===== config.mk =====
export PLATFORM = sky130hd
export DESIGN_NAME = flash_cmd_front_end
export DESIGN_NICKNAME = d
export VERILOG_FILES = /design/src/shared/fcp.sv /design/src/verilog/flash_cmd_front_end.sv /design/src/verilog/op_fifo.sv
export SDC_FILE = /design/constraint.sdc
export NUM_CORES = 1
export LEC_CHECK = 0
export BUFFER_PORTS_ARGS = -buffer_cell sky130_fd_sc_hd__buf_2
export CAP_MARGIN = 20
export CORE_MARGIN = 2
export CORE_UTILIZATION = 35
export CTS_CLUSTER_SIZE = 10
export DETAILED_ROUTE_END_ITERATION = 7
export PLACE_DENSITY = 0.61
export REMOVE_ABC_BUFFERS = 1
export SLEW_MARGIN = 15
export SYNTH_ARGS = -nofsm -noshare
export SYNTH_HDL_FRONTEND = slang
export SYNTH_SLANG_ARGS = --single-unit
export TNS_END_PERCENT = 50

===== constraint.sdc =====
create_clock -name MCLK_I -period 3.2 [get_ports MCLK_I]
set_clock_uncertainty 0.05 [all_clocks]
set_input_delay 0.64 -clock MCLK_I [delete_from_list [all_inputs] [get_ports MCLK_I]]
set_output_delay 0.64 -clock MCLK_I [all_outputs]
set_load 0.1 [all_outputs]

===== src/shared/fcp.sv =====
/*
  Shared constants and types of the serial flash command front end:
  instruction codes, status bit places, security register map, FIFO word.
  Assumes: SPI mode 0/3 framing, instructions sent most significant bit first.
*/
package fcp;
  // instruction codes
  localparam logic [7:0] OPC_STAT1 = 8'h05;
  localparam logic [7:0] OPC_STAT2 = 8'h35;
  localparam logic [7:0] OPC_STAT3 = 8'h33;
  localparam logic [7:0] OPC_WREN = 8'h06;
  localparam logic [7:0] OPC_WRDIS = 8'h04;
  localparam logic [7:0] OPC_VOLEN = 8'h50;
  localparam logic [7:0] OPC_WRSTAT = 8'h01;
  localparam logic [7:0] OPC_RSTEN = 8'h66;
  localparam logic [7:0] OPC_RST = 8'h99;
  localparam logic [7:0] OPC_CRMRST = 8'hFF;
  localparam logic [7:0] OPC_DPD = 8'hB9;
  localparam logic [7:0] OPC_RELPD = 8'hAB;
  localparam logic [7:0] OPC_MFRDEV = 8'h90;
  localparam logic [7:0] OPC_JID = 8'h9F;
  localparam logic [7:0] OPC_SFDP = 8'h5A;
  localparam logic [7:0] OPC_SECRD = 8'h48;
  localparam logic [7:0] OPC_SECER = 8'h44;
  localparam logic [7:0] OPC_SECPG = 8'h42;
  // status byte one bit places
  localparam int unsigned BUSY_BIT = 0;
  localparam int unsigned WEL_BIT = 1;
  // byte and argument counting
  localparam logic [2:0] LAST_BIT = 3'h7;
  localparam logic [2:0] ADDR_LAST = 3'h2;
  localparam logic [2:0] DUMMY_IDX = 3'h3;
  localparam logic [2:0] NB_MAX = 3'h7;
  localparam logic [1:0] JID_LAST = 2'h2;
  // security register addressing and operation FIFO depth
  localparam int unsigned SEC_REGS = 4;
  localparam logic [7:0] SEC_UPPER = 8'h00;
  localparam logic [7:0] SEC_MID [SEC_REGS] = '{8'h00, 8'h10, 8'h20, 8'h30};
  localparam logic [1:0] SEC_LOCKED = 2'h0;
  localparam int unsigned FIFO_DEPTH = 16;

  typedef enum logic [1:0] {PH_INSTR, PH_ARG, PH_OUT, PH_SKIP} phase_t;
  typedef enum logic [1:0] {OP_ERASE, OP_DATA, OP_COMMIT, OP_ABORT} op_kind_t;
  typedef struct packed {
    op_kind_t kind;
    logic [1:0] reg_sel;
    logic [7:0] offset;
    logic [7:0] data;
  } sec_op_t;
  typedef struct packed {
    logic [7:0] three;
    logic [7:0] two;
    logic [7:0] one;
  } status_t;
endpackage


===== src/verilog/flash_cmd_front_end.sv =====
/*
  Command front end of a serial flash: SPI framing, status, ID and
  security register commands, write enable latch, volatile status copy.
  Assumes: SCK, CS_N and SI come from another domain and are slow
  against MCLK_I (SCK at least 8 MCLK periods); an executor drains the
  operation FIFO and drives BUSY_I; memory read data follows MEM_* a
  cycle later.
*/
// Overview of operation
// - FFh then FFh in one frame resets continuous read mode.
// - 66h decodes as reset enable, 99h as software reset.
// - B9h powers down; ABh plus three dummies releases and repeats device id.
// - 90h plus address gives maker then device code, order swapped for address 1.
// - 9Fh returns maker, memory type and capacity codes.
// - 5Ah, two zero bytes, address, dummy, then parameter table data stream.
// - 48h, 24-bit address, dummy, then security register data stream.
// - 44h erases and 42h programs a security register.
// - upper byte zero, middle 00h/10h/20h/30h picks register, low byte picks byte.
// - security register 0 is locked; program and erase never touch it.
// - instruction bits sampled on rising SCK; 05h/35h/33h pick status bytes.
// - status byte leaves on SO at falling SCK, most significant bit first.
// - status byte one is readable at any time outside power-down, even while busy.
// - status keeps repeating with fresh values until chip select rises.
// - busy sits in bit 0 of status byte one, 1 while busy.
// - a framed 06h sets the write enable latch.
// - writes, programs and erases need the write enable latch set, except a 01h armed by 50h.
// - volatile status copy loads from non-volatile bits at reset and governs.
// - 50h leaves the latch alone and arms only the next 01h for volatile write.
// - frame starts at chip select fall; first byte is the instruction.
// - write type commands act only if chip select rises on a byte boundary.
// - while busy every command but the 05h status byte one read is ignored.
`timescale 1ns/100ps
module flash_cmd_front_end #(
  parameter logic [7:0] DEVICE_ID = 8'h3C, // arbitrary value
  parameter logic [7:0] MFR_ID = 8'hA5, // arbitrary value
  parameter logic [7:0] MEM_TYPE = 8'h11, // arbitrary value
  parameter logic [7:0] CAPACITY = 8'h22, // arbitrary value
  parameter int unsigned FIFO_WORDS = fcp::FIFO_DEPTH
) (
  input wire logic MCLK_I,
  input wire logic RESET_N_I,
  input wire logic SCK_I,
  input wire logic CS_N_I,
  input wire logic SI_I,
  output logic SO_O,
  output logic SO_OE_O,
  input wire logic BUSY_I,
  input wire fcp::status_t NV_STATUS_I,
  output fcp::status_t STATUS_O,
  output logic NV_STATUS_WR_O,
  output logic WRITE_ENABLE_LATCH_O,
  output logic POWER_DOWN_O,
  output logic SOFT_RESET_O,
  output logic CRM_RESET_O,
  output logic MEM_SFDP_O,
  output logic [1:0] MEM_SEL_O,
  output logic [7:0] MEM_ADDR_O,
  input wire logic [7:0] MEM_RDATA_I,
  output logic OP_VALID_O,
  input wire logic OP_READY_I,
  output fcp::sec_op_t OP_O
);
  typedef struct packed {
    logic [2:0] sck_s;
    logic [2:0] cs_s;
    logic [2:0] si_s;
    logic sck_l;
    logic cs_n_l;
    logic si_l;
    fcp::phase_t ph;
    logic [2:0] bitc;
    logic [7:0] ish;
    logic [7:0] instr;
    logic [2:0] nbytes;
    logic [23:0] addr;
    logic [7:0] osh;
    logic so;
    logic oe;
    logic [1:0] idx;
    logic write_enable_latch;
    logic vol_arm;
    logic rst_arm;
    logic pd;
    logic boot;
    fcp::status_t stat;
    fcp::status_t wdat;
    logic prog_ok;
    logic prog_ovf;
    logic soft_rst;
    logic crm_rst;
    logic nv_wr;
    logic [1:0] msel;
    logic [7:0] maddr;
    logic msfdp;
    logic push;
    fcp::sec_op_t pop;
  } st_t;

  st_t r;
  st_t n;
  logic rise;
  logic fall;
  logic cs_rise;
  logic cs_fall;
  logic [7:0] byte_in;
  logic fifo_ready;
  logic fifo_spare_low;

  // a change counts once the second and third stages agree
  assign rise = (r.sck_s[1] == r.sck_s[2]) && r.sck_s[2] && !r.sck_l;
  assign fall = (r.sck_s[1] == r.sck_s[2]) && !r.sck_s[2] && r.sck_l;
  assign cs_rise = (r.cs_s[1] == r.cs_s[2]) && r.cs_s[2] && !r.cs_n_l;
  assign cs_fall = (r.cs_s[1] == r.cs_s[2]) && !r.cs_s[2] && r.cs_n_l;
  assign byte_in = {r.ish[6:0], r.si_l}; // msb first

  // {valid, register} of a security register address
  function automatic logic [2:0] sec_decode(input logic [23:0] a);
    logic [2:0] res;
    res = 3'h0;
    for (int i = 0; i < fcp::SEC_REGS; i++) begin
      if (a[23:16] == fcp::SEC_UPPER && a[15:8] == fcp::SEC_MID[i]) begin
        res = {1'b1, 2'(i)};
      end
    end
    return res;
  endfunction

  // next byte to send for the running read type command
  function automatic logic [7:0] pick(input logic [7:0] op, input logic [1:0] idx,
                                      input logic swap);
    logic [7:0] s1;
    logic [7:0] res;
    s1 = r.stat.one;
    s1[fcp::BUSY_BIT] = BUSY_I;
    s1[fcp::WEL_BIT] = r.write_enable_latch;
    unique case (op)
      fcp::OPC_STAT1: res = s1;
      fcp::OPC_STAT2: res = r.stat.two;
      fcp::OPC_STAT3: res = r.stat.three;
      fcp::OPC_RELPD: res = DEVICE_ID;
      fcp::OPC_MFRDEV: res = (swap ^ idx[0]) ? DEVICE_ID : MFR_ID;
      fcp::OPC_JID: res = (idx == 2'h0) ? MFR_ID : (idx == 2'h1) ? MEM_TYPE : CAPACITY;
      default: res = MEM_RDATA_I;
    endcase
    return res;
  endfunction

  // whole command engine; SPI runs far slower than MCLK_I, so one
  // decision per sampled edge is enough and no second clock is needed
  always_comb begin
    logic [2:0] sec;
    logic [23:0] a_full;
    logic ena;
    n = r;
    sec = sec_decode({r.addr[15:0], byte_in});
    a_full = {r.addr[15:0], byte_in};
    ena = r.bitc == 3'h0;
    n.soft_rst = 1'b0;
    n.crm_rst = 1'b0;
    n.nv_wr = 1'b0;
    n.push = 1'b0;
    n.sck_s = {r.sck_s[1:0], SCK_I};
    n.cs_s = {r.cs_s[1:0], CS_N_I};
    n.si_s = {r.si_s[1:0], SI_I};
    if (r.sck_s[1] == r.sck_s[2]) n.sck_l = r.sck_s[2];
    if (r.cs_s[1] == r.cs_s[2]) n.cs_n_l = r.cs_s[2];
    if (r.si_s[1] == r.si_s[2]) n.si_l = r.si_s[2];
    if (r.boot) begin
      n.boot = 1'b0;
      n.stat = NV_STATUS_I;
    end
    if (cs_fall) begin
      n.ph = fcp::PH_INSTR;
      n.bitc = 3'h0;
      n.nbytes = 3'h0;
      n.oe = 1'b0;
      n.prog_ok = 1'b0;
      n.prog_ovf = 1'b0;
    end else if (cs_rise) begin
      n.oe = 1'b0;
      if (r.ph != fcp::PH_INSTR) begin
        n.vol_arm = 1'b0;
        n.rst_arm = 1'b0;
        if (ena && r.ph == fcp::PH_ARG) begin
          unique case (r.instr)
            fcp::OPC_WREN: n.write_enable_latch = 1'b1;
            fcp::OPC_WRDIS: n.write_enable_latch = 1'b0;
            fcp::OPC_VOLEN: n.vol_arm = 1'b1;
            fcp::OPC_RSTEN: n.rst_arm = 1'b1;
            fcp::OPC_RST: begin
              if (r.rst_arm) begin
                n.soft_rst = 1'b1;
                n.write_enable_latch = 1'b0;
                n.pd = 1'b0;
                n.stat = NV_STATUS_I;
              end
            end
            fcp::OPC_CRMRST: begin
              n.crm_rst = r.nbytes == 3'h1 && r.addr[7:0] == fcp::OPC_CRMRST;
            end
            fcp::OPC_DPD: n.pd = 1'b1;
            fcp::OPC_WRSTAT: begin
              if (r.nbytes != 3'h0 && (r.vol_arm || r.write_enable_latch)) begin
                n.stat.one = r.wdat.one;
                if (r.nbytes > 3'h1) n.stat.two = r.wdat.two;
                if (r.nbytes > 3'h2) n.stat.three = r.wdat.three;
                if (!r.vol_arm) begin
                  n.nv_wr = 1'b1;
                  n.write_enable_latch = 1'b0;
                end
              end
            end
            fcp::OPC_SECER: begin
              if (r.prog_ok && r.nbytes == fcp::DUMMY_IDX && fifo_ready) begin
                n.push = 1'b1;
                n.pop = '{fcp::OP_ERASE, r.msel, r.maddr, 8'h00};
                n.write_enable_latch = 1'b0;
              end
            end
            fcp::OPC_SECPG: begin
              if (r.prog_ok) begin
                n.push = 1'b1;
                n.pop = '{fcp::OP_COMMIT, r.msel, r.maddr, 8'h00};
                n.write_enable_latch = 1'b0;
                if (r.prog_ovf || r.nbytes <= fcp::DUMMY_IDX) begin
                  n.pop.kind = fcp::OP_ABORT;
                  n.write_enable_latch = r.write_enable_latch;
                end
              end
            end
            default: ;
          endcase
        end else if (r.instr == fcp::OPC_SECPG && r.prog_ok) begin
          n.push = 1'b1; // broken frame: drop the staged bytes
          n.pop = '{fcp::OP_ABORT, r.msel, r.maddr, 8'h00};
        end
      end
    end else if (!r.cs_n_l) begin
      if (rise) begin
        n.ish = byte_in;
        n.bitc = 3'(r.bitc + 3'h1);
        if (r.bitc == fcp::LAST_BIT) begin
          // 90h alternates two codes, so its index wraps after one; 9Fh cycles three
          n.idx = (r.idx == fcp::JID_LAST || (r.instr == fcp::OPC_MFRDEV && r.idx[0])) ?
                  2'h0 : 2'(r.idx + 2'h1);
          unique case (r.ph)
            fcp::PH_INSTR: begin
              n.instr = byte_in;
              n.ph = fcp::PH_ARG;
              n.idx = 2'h1;
              if (r.pd && byte_in != fcp::OPC_RELPD) begin
                n.ph = fcp::PH_SKIP;
              end else if (BUSY_I && byte_in != fcp::OPC_STAT1) begin
                n.ph = fcp::PH_SKIP;
              end else if (byte_in == fcp::OPC_STAT1 || byte_in == fcp::OPC_STAT2 ||
                           byte_in == fcp::OPC_STAT3 || byte_in == fcp::OPC_JID) begin
                n.osh = pick(byte_in, 2'h0, 1'b0);
                n.ph = fcp::PH_OUT;
              end else if (byte_in == fcp::OPC_RELPD) begin
                n.pd = 1'b0;
              end
            end
            fcp::PH_ARG: begin
              if (r.nbytes != fcp::NB_MAX) n.nbytes = 3'(r.nbytes + 3'h1);
              if (r.nbytes <= fcp::ADDR_LAST) n.addr = a_full;
              unique case (r.nbytes)
                3'h0: n.wdat.one = byte_in;
                3'h1: n.wdat.two = byte_in;
                3'h2: n.wdat.three = byte_in;
                default: ;
              endcase
              if (r.nbytes == fcp::ADDR_LAST) begin
                n.maddr = byte_in;
                n.msel = sec[1:0];
                n.msfdp = r.instr == fcp::OPC_SFDP;
                n.idx = 2'h1;
                n.prog_ok = r.write_enable_latch && sec[2] && sec[1:0] != fcp::SEC_LOCKED;
                if (r.instr == fcp::OPC_RELPD || r.instr == fcp::OPC_MFRDEV) begin
                  n.osh = pick(r.instr, 2'h0, byte_in[0]);
                  n.ph = fcp::PH_OUT;
                end
              end else if (r.nbytes == fcp::DUMMY_IDX &&
                           (r.instr == fcp::OPC_SFDP || r.instr == fcp::OPC_SECRD)) begin
                n.osh = MEM_RDATA_I;
                n.maddr = 8'(r.maddr + 8'h01);
                n.ph = fcp::PH_OUT;
              end
              if (r.instr == fcp::OPC_SECPG && r.nbytes >= fcp::DUMMY_IDX && r.prog_ok) begin
                if (fifo_spare_low) begin
                  n.prog_ovf = 1'b1; // keep the last slot for the abort word
                end else if (!r.prog_ovf) begin
                  n.push = 1'b1;
                  n.pop = '{fcp::OP_DATA, r.msel, r.maddr, byte_in};
                  n.maddr = 8'(r.maddr + 8'h01);
                end
              end
            end
            fcp::PH_OUT: begin
              n.osh = pick(r.instr, r.idx, r.addr[0]);
              if (r.instr == fcp::OPC_SFDP || r.instr == fcp::OPC_SECRD) begin
                n.maddr = 8'(r.maddr + 8'h01);
              end
            end
            fcp::PH_SKIP: ;
          endcase
        end
      end
      if (fall && r.ph == fcp::PH_OUT) begin
        n.so = r.osh[7];
        n.osh = {r.osh[6:0], 1'b0};
        n.oe = 1'b1;
      end
    end
  end

  // synchronous reset; the volatile copy loads on the first cycle after
  always_ff @(posedge MCLK_I) begin
    if (!RESET_N_I) begin
      r <= '0;
      r.sck_s <= 3'h0;
      r.cs_s <= 3'h7;
      r.si_s <= 3'h0;
      r.cs_n_l <= 1'b1;
      r.boot <= 1'b1;
    end else begin
      r <= n;
    end
  end

  op_fifo #(
    .WIDTH($bits(fcp::sec_op_t)),
    .DEPTH(FIFO_WORDS)
  ) u_fifo (
    .clk_i(MCLK_I),
    .rst_n_i(RESET_N_I),
    .in_valid_i(r.push),
    .in_ready_o(fifo_ready),
    .in_data_i(r.pop),
    .spare_low_o(fifo_spare_low),
    .out_valid_o(OP_VALID_O),
    .out_ready_i(OP_READY_I),
    .out_data_o(OP_O)
  );

  assign SO_O = r.so;
  assign SO_OE_O = r.oe;
  assign STATUS_O = r.stat;
  assign NV_STATUS_WR_O = r.nv_wr;
  assign WRITE_ENABLE_LATCH_O = r.write_enable_latch;
  assign POWER_DOWN_O = r.pd;
  assign SOFT_RESET_O = r.soft_rst;
  assign CRM_RESET_O = r.crm_rst;
  assign MEM_SFDP_O = r.msfdp;
  assign MEM_SEL_O = r.msel;
  assign MEM_ADDR_O = r.maddr;
endmodule


===== src/verilog/op_fifo.sv =====
/*
  Flip-flop FIFO carrying security register operations to the executor.
  Assumes one clock; spare_low_o warns while at most one free slot is left.
*/
`timescale 1ns/100ps
module op_fifo #(
  parameter int unsigned WIDTH = 20,
  parameter int unsigned DEPTH = 16
) (
  input wire logic clk_i,
  input wire logic rst_n_i,
  input wire logic in_valid_i,
  output logic in_ready_o,
  input wire logic [WIDTH-1:0] in_data_i,
  output logic spare_low_o,
  output logic out_valid_o,
  input wire logic out_ready_i,
  output logic [WIDTH-1:0] out_data_o
);
  localparam int unsigned AW = $clog2(DEPTH);
  localparam logic [AW-1:0] PTR_LAST = AW'(DEPTH - 1);
  localparam logic [AW:0] CNT_FULL = (AW + 1)'(DEPTH);
  localparam logic [AW:0] CNT_SPARE = (AW + 1)'(DEPTH - 1);

  typedef struct packed {
    logic [DEPTH-1:0][WIDTH-1:0] mem;
    logic [AW-1:0] wp;
    logic [AW-1:0] rp;
    logic [AW:0] cnt;
  } fifo_st_t;

  fifo_st_t r;
  fifo_st_t n;
  logic wr;
  logic rd;

  // handshakes are combinational, the word itself comes from flops
  assign in_ready_o = r.cnt != CNT_FULL;
  assign out_valid_o = r.cnt != '0;
  assign spare_low_o = r.cnt >= CNT_SPARE;
  assign out_data_o = r.mem[r.rp];
  assign wr = in_valid_i && in_ready_o;
  assign rd = out_valid_o && out_ready_i;

  // pointers wrap by compare so any depth works
  always_comb begin
    n = r;
    if (wr) begin
      n.mem[r.wp] = in_data_i;
      n.wp = (r.wp == PTR_LAST) ? '0 : AW'(r.wp + 1'b1);
    end
    if (rd) begin
      n.rp = (r.rp == PTR_LAST) ? '0 : AW'(r.rp + 1'b1);
    end
    if (wr && !rd) begin
      n.cnt = (AW + 1)'(r.cnt + 1'b1);
    end else if (rd && !wr) begin
      n.cnt = (AW + 1)'(r.cnt - 1'b1);
    end
  end

  always_ff @(posedge clk_i) begin
    if (!rst_n_i) begin
      r <= '0;
    end else begin
      r <= n;
    end
  end
endmodule


# Word-level counts from Yosys, hierarchy flattened
# Cells that the tools add are included.
# word_totals
reg_bits,494
output_inout_bits,63
# op_classes
addsub,8
magnitude_cmp,9
n_eq_ne,73
mux,106
n_bitwise,11
n_reduce_logical,95
# op_table
op,count
320-bit bitwise mux,1
21-bit two-way mux,13
8-bit two-way mux,22
24-bit two-way mux,6
26-bit two-way mux,5
8-bit one-hot mux with 6 select lines,2
20-bit binary-select mux with 4-bit select,1
20-bit demux with 4-bit select,1
8-bit equality test (second input constant),10
7-bit AND reduction,7
8-bit by 6-bit equality test with 1-bit output (second input constant),6
8-bit by 7-bit equality test with 1-bit output (second input constant),6
48-bit two-way mux,1
24-bit one-hot mux with 2 select lines,1
21-bit one-hot mux with 2 select lines,1
20-bit two-way mux,2
8-bit one-hot mux with 5 select lines,1
8-bit by 3-bit equality test with 1-bit output (second input constant),4
1-bit logical AND,32
13-bit AND reduction,2
2-bit nonzero test,13
1-bit two-way mux,24
8-bit one-hot mux with 3 select lines,1
2-bit inequality test (second input constant),11
63 further kinds,129

# Longest topological paths before layout
# logic_depth
depth_word,15
ltp_mapped,14
ltp_nobuf,13

# By module
# From an unflattened synthesis, not the netlist that was laid out.
# unflattened
cells_unflattened,2387
hier_area_um2,24003.0
# by_module_without_submodules
mod,instances,cells_per_inst,area_each_um2
op_fifo,1,1331,15418.5
flash_cmd_front_end,1,1056,8584.5

# Worst setup path before layout
# No wires, ideal clock.
# synth_timing
path_kind,reg2reg
from,reg u_fifo.r[0] in the netlist's numbering
to,reg u_fifo.r[4] in the netlist's numbering
setup_ns,0.070
arrival_time_ns,3.339
t_required_ns,3.080
slack_ns,-0.259
path_stages_with_launch,13
path_buffers,0
path_cell_list,dfxtp_1 -> nor4_1 -> nand2b_1 -> and2_1 -> inv_1 -> ha_1 -> inv_1 -> fa_1 -> a21o_1 -> a21oi_1 -> xnor2_1 -> or3_1 -> a21oi_1
# synth_between
elab_chain_cells,5
# synth_lines
item,line_no,source
from (decl),op_fifo.sv:32,fifo_st_t r;
from (signal assigned),op_fifo.sv:66,r <= n;
5-bit nonzero test (*),op_fifo.sv:39,assign out_valid_o = r.cnt != '0;
via OP_VALID_O,flash_cmd_front_end.sv:59,"output logic OP_VALID_O,"
1-bit logical AND (*),op_fifo.sv:43,assign rd = out_valid_o && out_ready_i;
1-bit logical NOT,op_fifo.sv:55,if (wr && !rd) begin
1-bit logical AND,op_fifo.sv:55,
5-bit two-way mux / 2-bit nonzero test (equally long branches),-,
# Mark *: on every way through the listed nets, which the timed path passes. The rest lies on a longest branch. The select of a mux whose other input is x is not followed.
# A chain may end at the register's enable or synchronous reset.

==> run_results.csv <==
group,metric,value,unit
logic_synthesis,ys_seq_area_share,43.1,%
floorplan,dieWidth,258,um
grt,use_met3,3.04,%
logic_synthesis,synthFlopType,"dfxtp_1",
grt,first_global_vias,18426,
clock_tree,cts_inserted_buffers,56,
finish,layout_commonest_cell,"nand2_1",
clock_tree,cts.root.buffer_cell,"clkbuf_16",
outcome,violations,"negative setup slack",
worst_setup_path,crit_type,"flop to primary output",
detailed_routing,final_antenna_net_count,0,
timing,post-route-min-period,3.32,ns
grt,top_usage_layer,"met2",
clock_tree,cts.sinks,486,
detailed_routing,drtIter0Drc,2043,
floorplan,fp.coreArea,64100,um2
logic_synthesis,syn-mean-instance-area,8.32,um2
worst_setup_path,worst_setup_path_start_kind,"flop",
timing,post-route-period-util,104,%
floorplan,io_pins,102,
logic_synthesis,synth_cells,2714,
detailed_routing,via_per_inst,5.47,
worst_setup_path,crit_required,2.51,ns
timing,hold_violations,0,
worst_setup_path,arrival,2.63,ns
detailed_routing,drtPass1Iterations,6,
logic_synthesis,netlist.area_leader.share,43.1,%
finish,area_delta_synth_final,15.4,%
pwr,p_leak,8.84,nW
timing,maxClockFrequency,301,MHz
job,drv_cap,0,
finish,diodes,0,
worst_setup_path,crit_path_top_delay_cell,"mux4_2",
worst_setup_path,slowest_delay,0.53,ns
clock_tree,clock_path_buffers,3,
placement,dpl_worst_slack,0.338,ns
worst_setup_path,crit_top_cell,"buf_12",
clock_tree,cts.clk_slew.worst_paths,0.06,ns
timing,final-max-slew-violation-count,0,
detailed_routing,drc_errors,0,
detailed_routing,wl_per_cell,20.4,um
finish,final_cell_mix,"nand2_1, dfxtp_1, a21oi_1",
logic_synthesis,synth-edff-count,0,
floorplan,start_util,35.2,%
worst_setup_path,crit_chain,"buf_12, buf_12, buf_16, mux4_2, mux4_2, buf_12",
logic_synthesis,ys_types,76,
detailed_routing,via_count,19591,
worst_setup_path,r2r_start,"u_fifo.r[1]$_SDFFE_PN0P_",
floorplan,die_area,66600,um2
timing,rsz0062_at_grt,"yes",
worst_setup_path,endpoint_kind,"primary output",
logic_synthesis,synth_top_area_cell,"dfxtp_1",
timing,tightest_slew,1.04,ns
grt,overflow,0,
worst_setup_path,crit_start,"u_fifo.r[5]$_SDFFE_PN0P_",
timing,slew_headroom,30.4,%
grt,grt_max_degree,88,
pwr,powerDensity,472,nW/um2
logic_synthesis,synthTopCellsByArea,"dfxtp_1, nand2_1, mux4_2",
worst_setup_path,crit_buf_inv,4,
worst_setup_path,critical-path-top-delay-family,"multiplexers",
outcome,status,"complete, but fails checks",
worst_setup_path,cp_max_fo,6,
floorplan,rows,93,
clock_tree,insertion_delay,0.63,ns
logic_synthesis,netlist_area,22600,um2
detailed_routing,totalWireLength,72.9,mm
clock_tree,cts_tree,"done",
placement,numPortBuffers,101,
logic_synthesis,yosysWarnings,0,
logic_synthesis,async_reset_ff_share,0,%
placement,placed_cells,3493,
finish,nets,2782,
finish,drive_above_1_share,15.6,%
placement,finalWeightedCongestion,0.895,
logic_synthesis,ys_seq_elements,486,
hold_path,hp-class,"primary input to flop",
timing,setup_viol,20,
grt,grt_util_met2,35.4,%
placement,hpwlAfterDp,46.1,mm
grt,antenna_found_initial,0,
hold_path,hold_path.startpoint,"CS_N_I",
grt,grt_first_pass_wirelength,112,mm
timing,layout_setup_ws,-0.121,ns
clock_tree,ctsHtreeMaxLevel,2,
finish,fin_cells,3579,
grt,grt.total_usage,21.4,%
pwr,ir_worst_vdd,416,uV
grt,met1_usage,29.0,%
floorplan,die_h,258,um
[timing repair]
item                                    CTS  global route
cloned                                    5             0
resized for setup                        59             0
endpoints found under the setup margin   20            20
hold buffers                              0             0
buffers inserted                          8             1
[metal layers]
layer / up-vias / share of wire (%) / wire length (um)
met2: 726 / 47 / 34600
li1: 9292 / - / -
met3: 142 / 6.9 / 5050
met5: - / 0 / 0
met1: 9431 / 43 / 31400
met4: 0 / 2.5 / 1850
[path summary, 6_finish.rpt]
check,endpoint,slack (ns),cells after the start
setup / recovery,OP_O[8],-0.12,6
setup reg to reg,u_fifo.r[4]$_SDFFE_PN0P_,0.32,12
hold reg to reg,n[158]$_SDFF_PN1_,0.35,1
hold / removal,n[157]$_SDFF_PN1_,0.19,2
[sequential cells by signal, summed over array words and instances, names as in the netlist]
| name | flops |
|---|---|
| CRM_RESET_O | 1 |
| MEM_SFDP_O | 1 |
| WRITE_ENABLE_LATCH_O | 1 |
| NV_STATUS_WR_O | 1 |
| STATUS_O | 24 |
| SO_OE_O | 1 |
| SOFT_RESET_O | 1 |
| POWER_DOWN_O | 1 |
| SO_O | 1 |
| n | 6 |
| byte_in | 8 |
| u_fifo.r | 333 |
| r | 97 |
| MEM_ADDR_O | 8 |
| MEM_SEL_O | 2 |
[cell usage after synthesis, drive strengths merged, types with 5 or more instances]
library cell	number
nand4	15
or3	9
clkbuf	175
o211ai	7
o21a	5
nor3b	5
xor2	7
or4	5
ha	32
nand2b	8
or2	16
nand3	78
nor2	114
mux2i	47
a222oi	8
inv	27
xnor2	9
nor2b	11
nor3	17
nor4b	5
nand2	782
a31oi	7
o221ai	5
o22a	8
a221oi	5
a21oi	445
and2	19
mux4	100
o21ai	28
o22ai	6
buf	101
dfxtp	486
a21o	6
and3	7
o2111ai	6
a211oi	9
nor4	12
a22oi	27
[cells by family (layout without fill, tap and decap cells)]
family	Yosys count	after routing	synth area share [%]
muxes	147	147	12.1
DFF	486	486	43.1
adders and majority gates	33	33	1.86
AOI/OAI and AO/OA	601	601	15.1
xor gates and xnor gates	16	16	0.621
and+or+nand+nor	1128	1128	21.5
buffers and inverters	303	313	5.77
[report_power, final]
group	switching, mW	total (mW)	leakage (nW)	internal (mW)
logic	0.303	0.401	4.15	0.0979
clock network	2.49	5.79	0.773	3.30
registers	0.0352	6.11	3.92	6.08
[cell type report]
cell class	instances	area, um2
Fill cell	6363	38100
Multi-Input combinational cell	1925	11600
Sequential cell	486	9740
Timing Repair Buffer	214	1950
Clock buffer	67	1480
Tap cell	855	1070
Inverter	27	109
Clock inverter	5	108
[worst reg2reg max path, stage by stage (launching register included)]
cell and delay (ns):
dfxtp_1 0.35, nor4_1 0.36, nand2b_1 0.11, and2_1 0.20
inv_1 0.12, ha_1 0.21, inv_1 0.11, fa_1 0.41
a21o_1 0.17, a21oi_1 0.18, xnor2_1 0.09, or3_1 0.30
a21oi_1 0.14
[stage by stage]
step / cell area, um2 / util [%] / hold WS [ns] / power, mW / TNS [ns]
after floorplan: 21400 / - / 0.336 / 6.50 / -591.87
final: 26100 / 40.6 / 0.186 / 12.3 / -1.38
after CTS: 26000 / 40.6 / 0.167 / 12.4 / -1.85
after detailed placement: 24000 / 37.4 / 0.349 / 6.64 / 0
after global routing: 26100 / 40.6 / 0.188 / 12.7 / -2.52
after global placement: 24000 / 37.4 / 0.351 / 6.64 / 0
No activity file was read; power rests on OpenSTA's default activity.
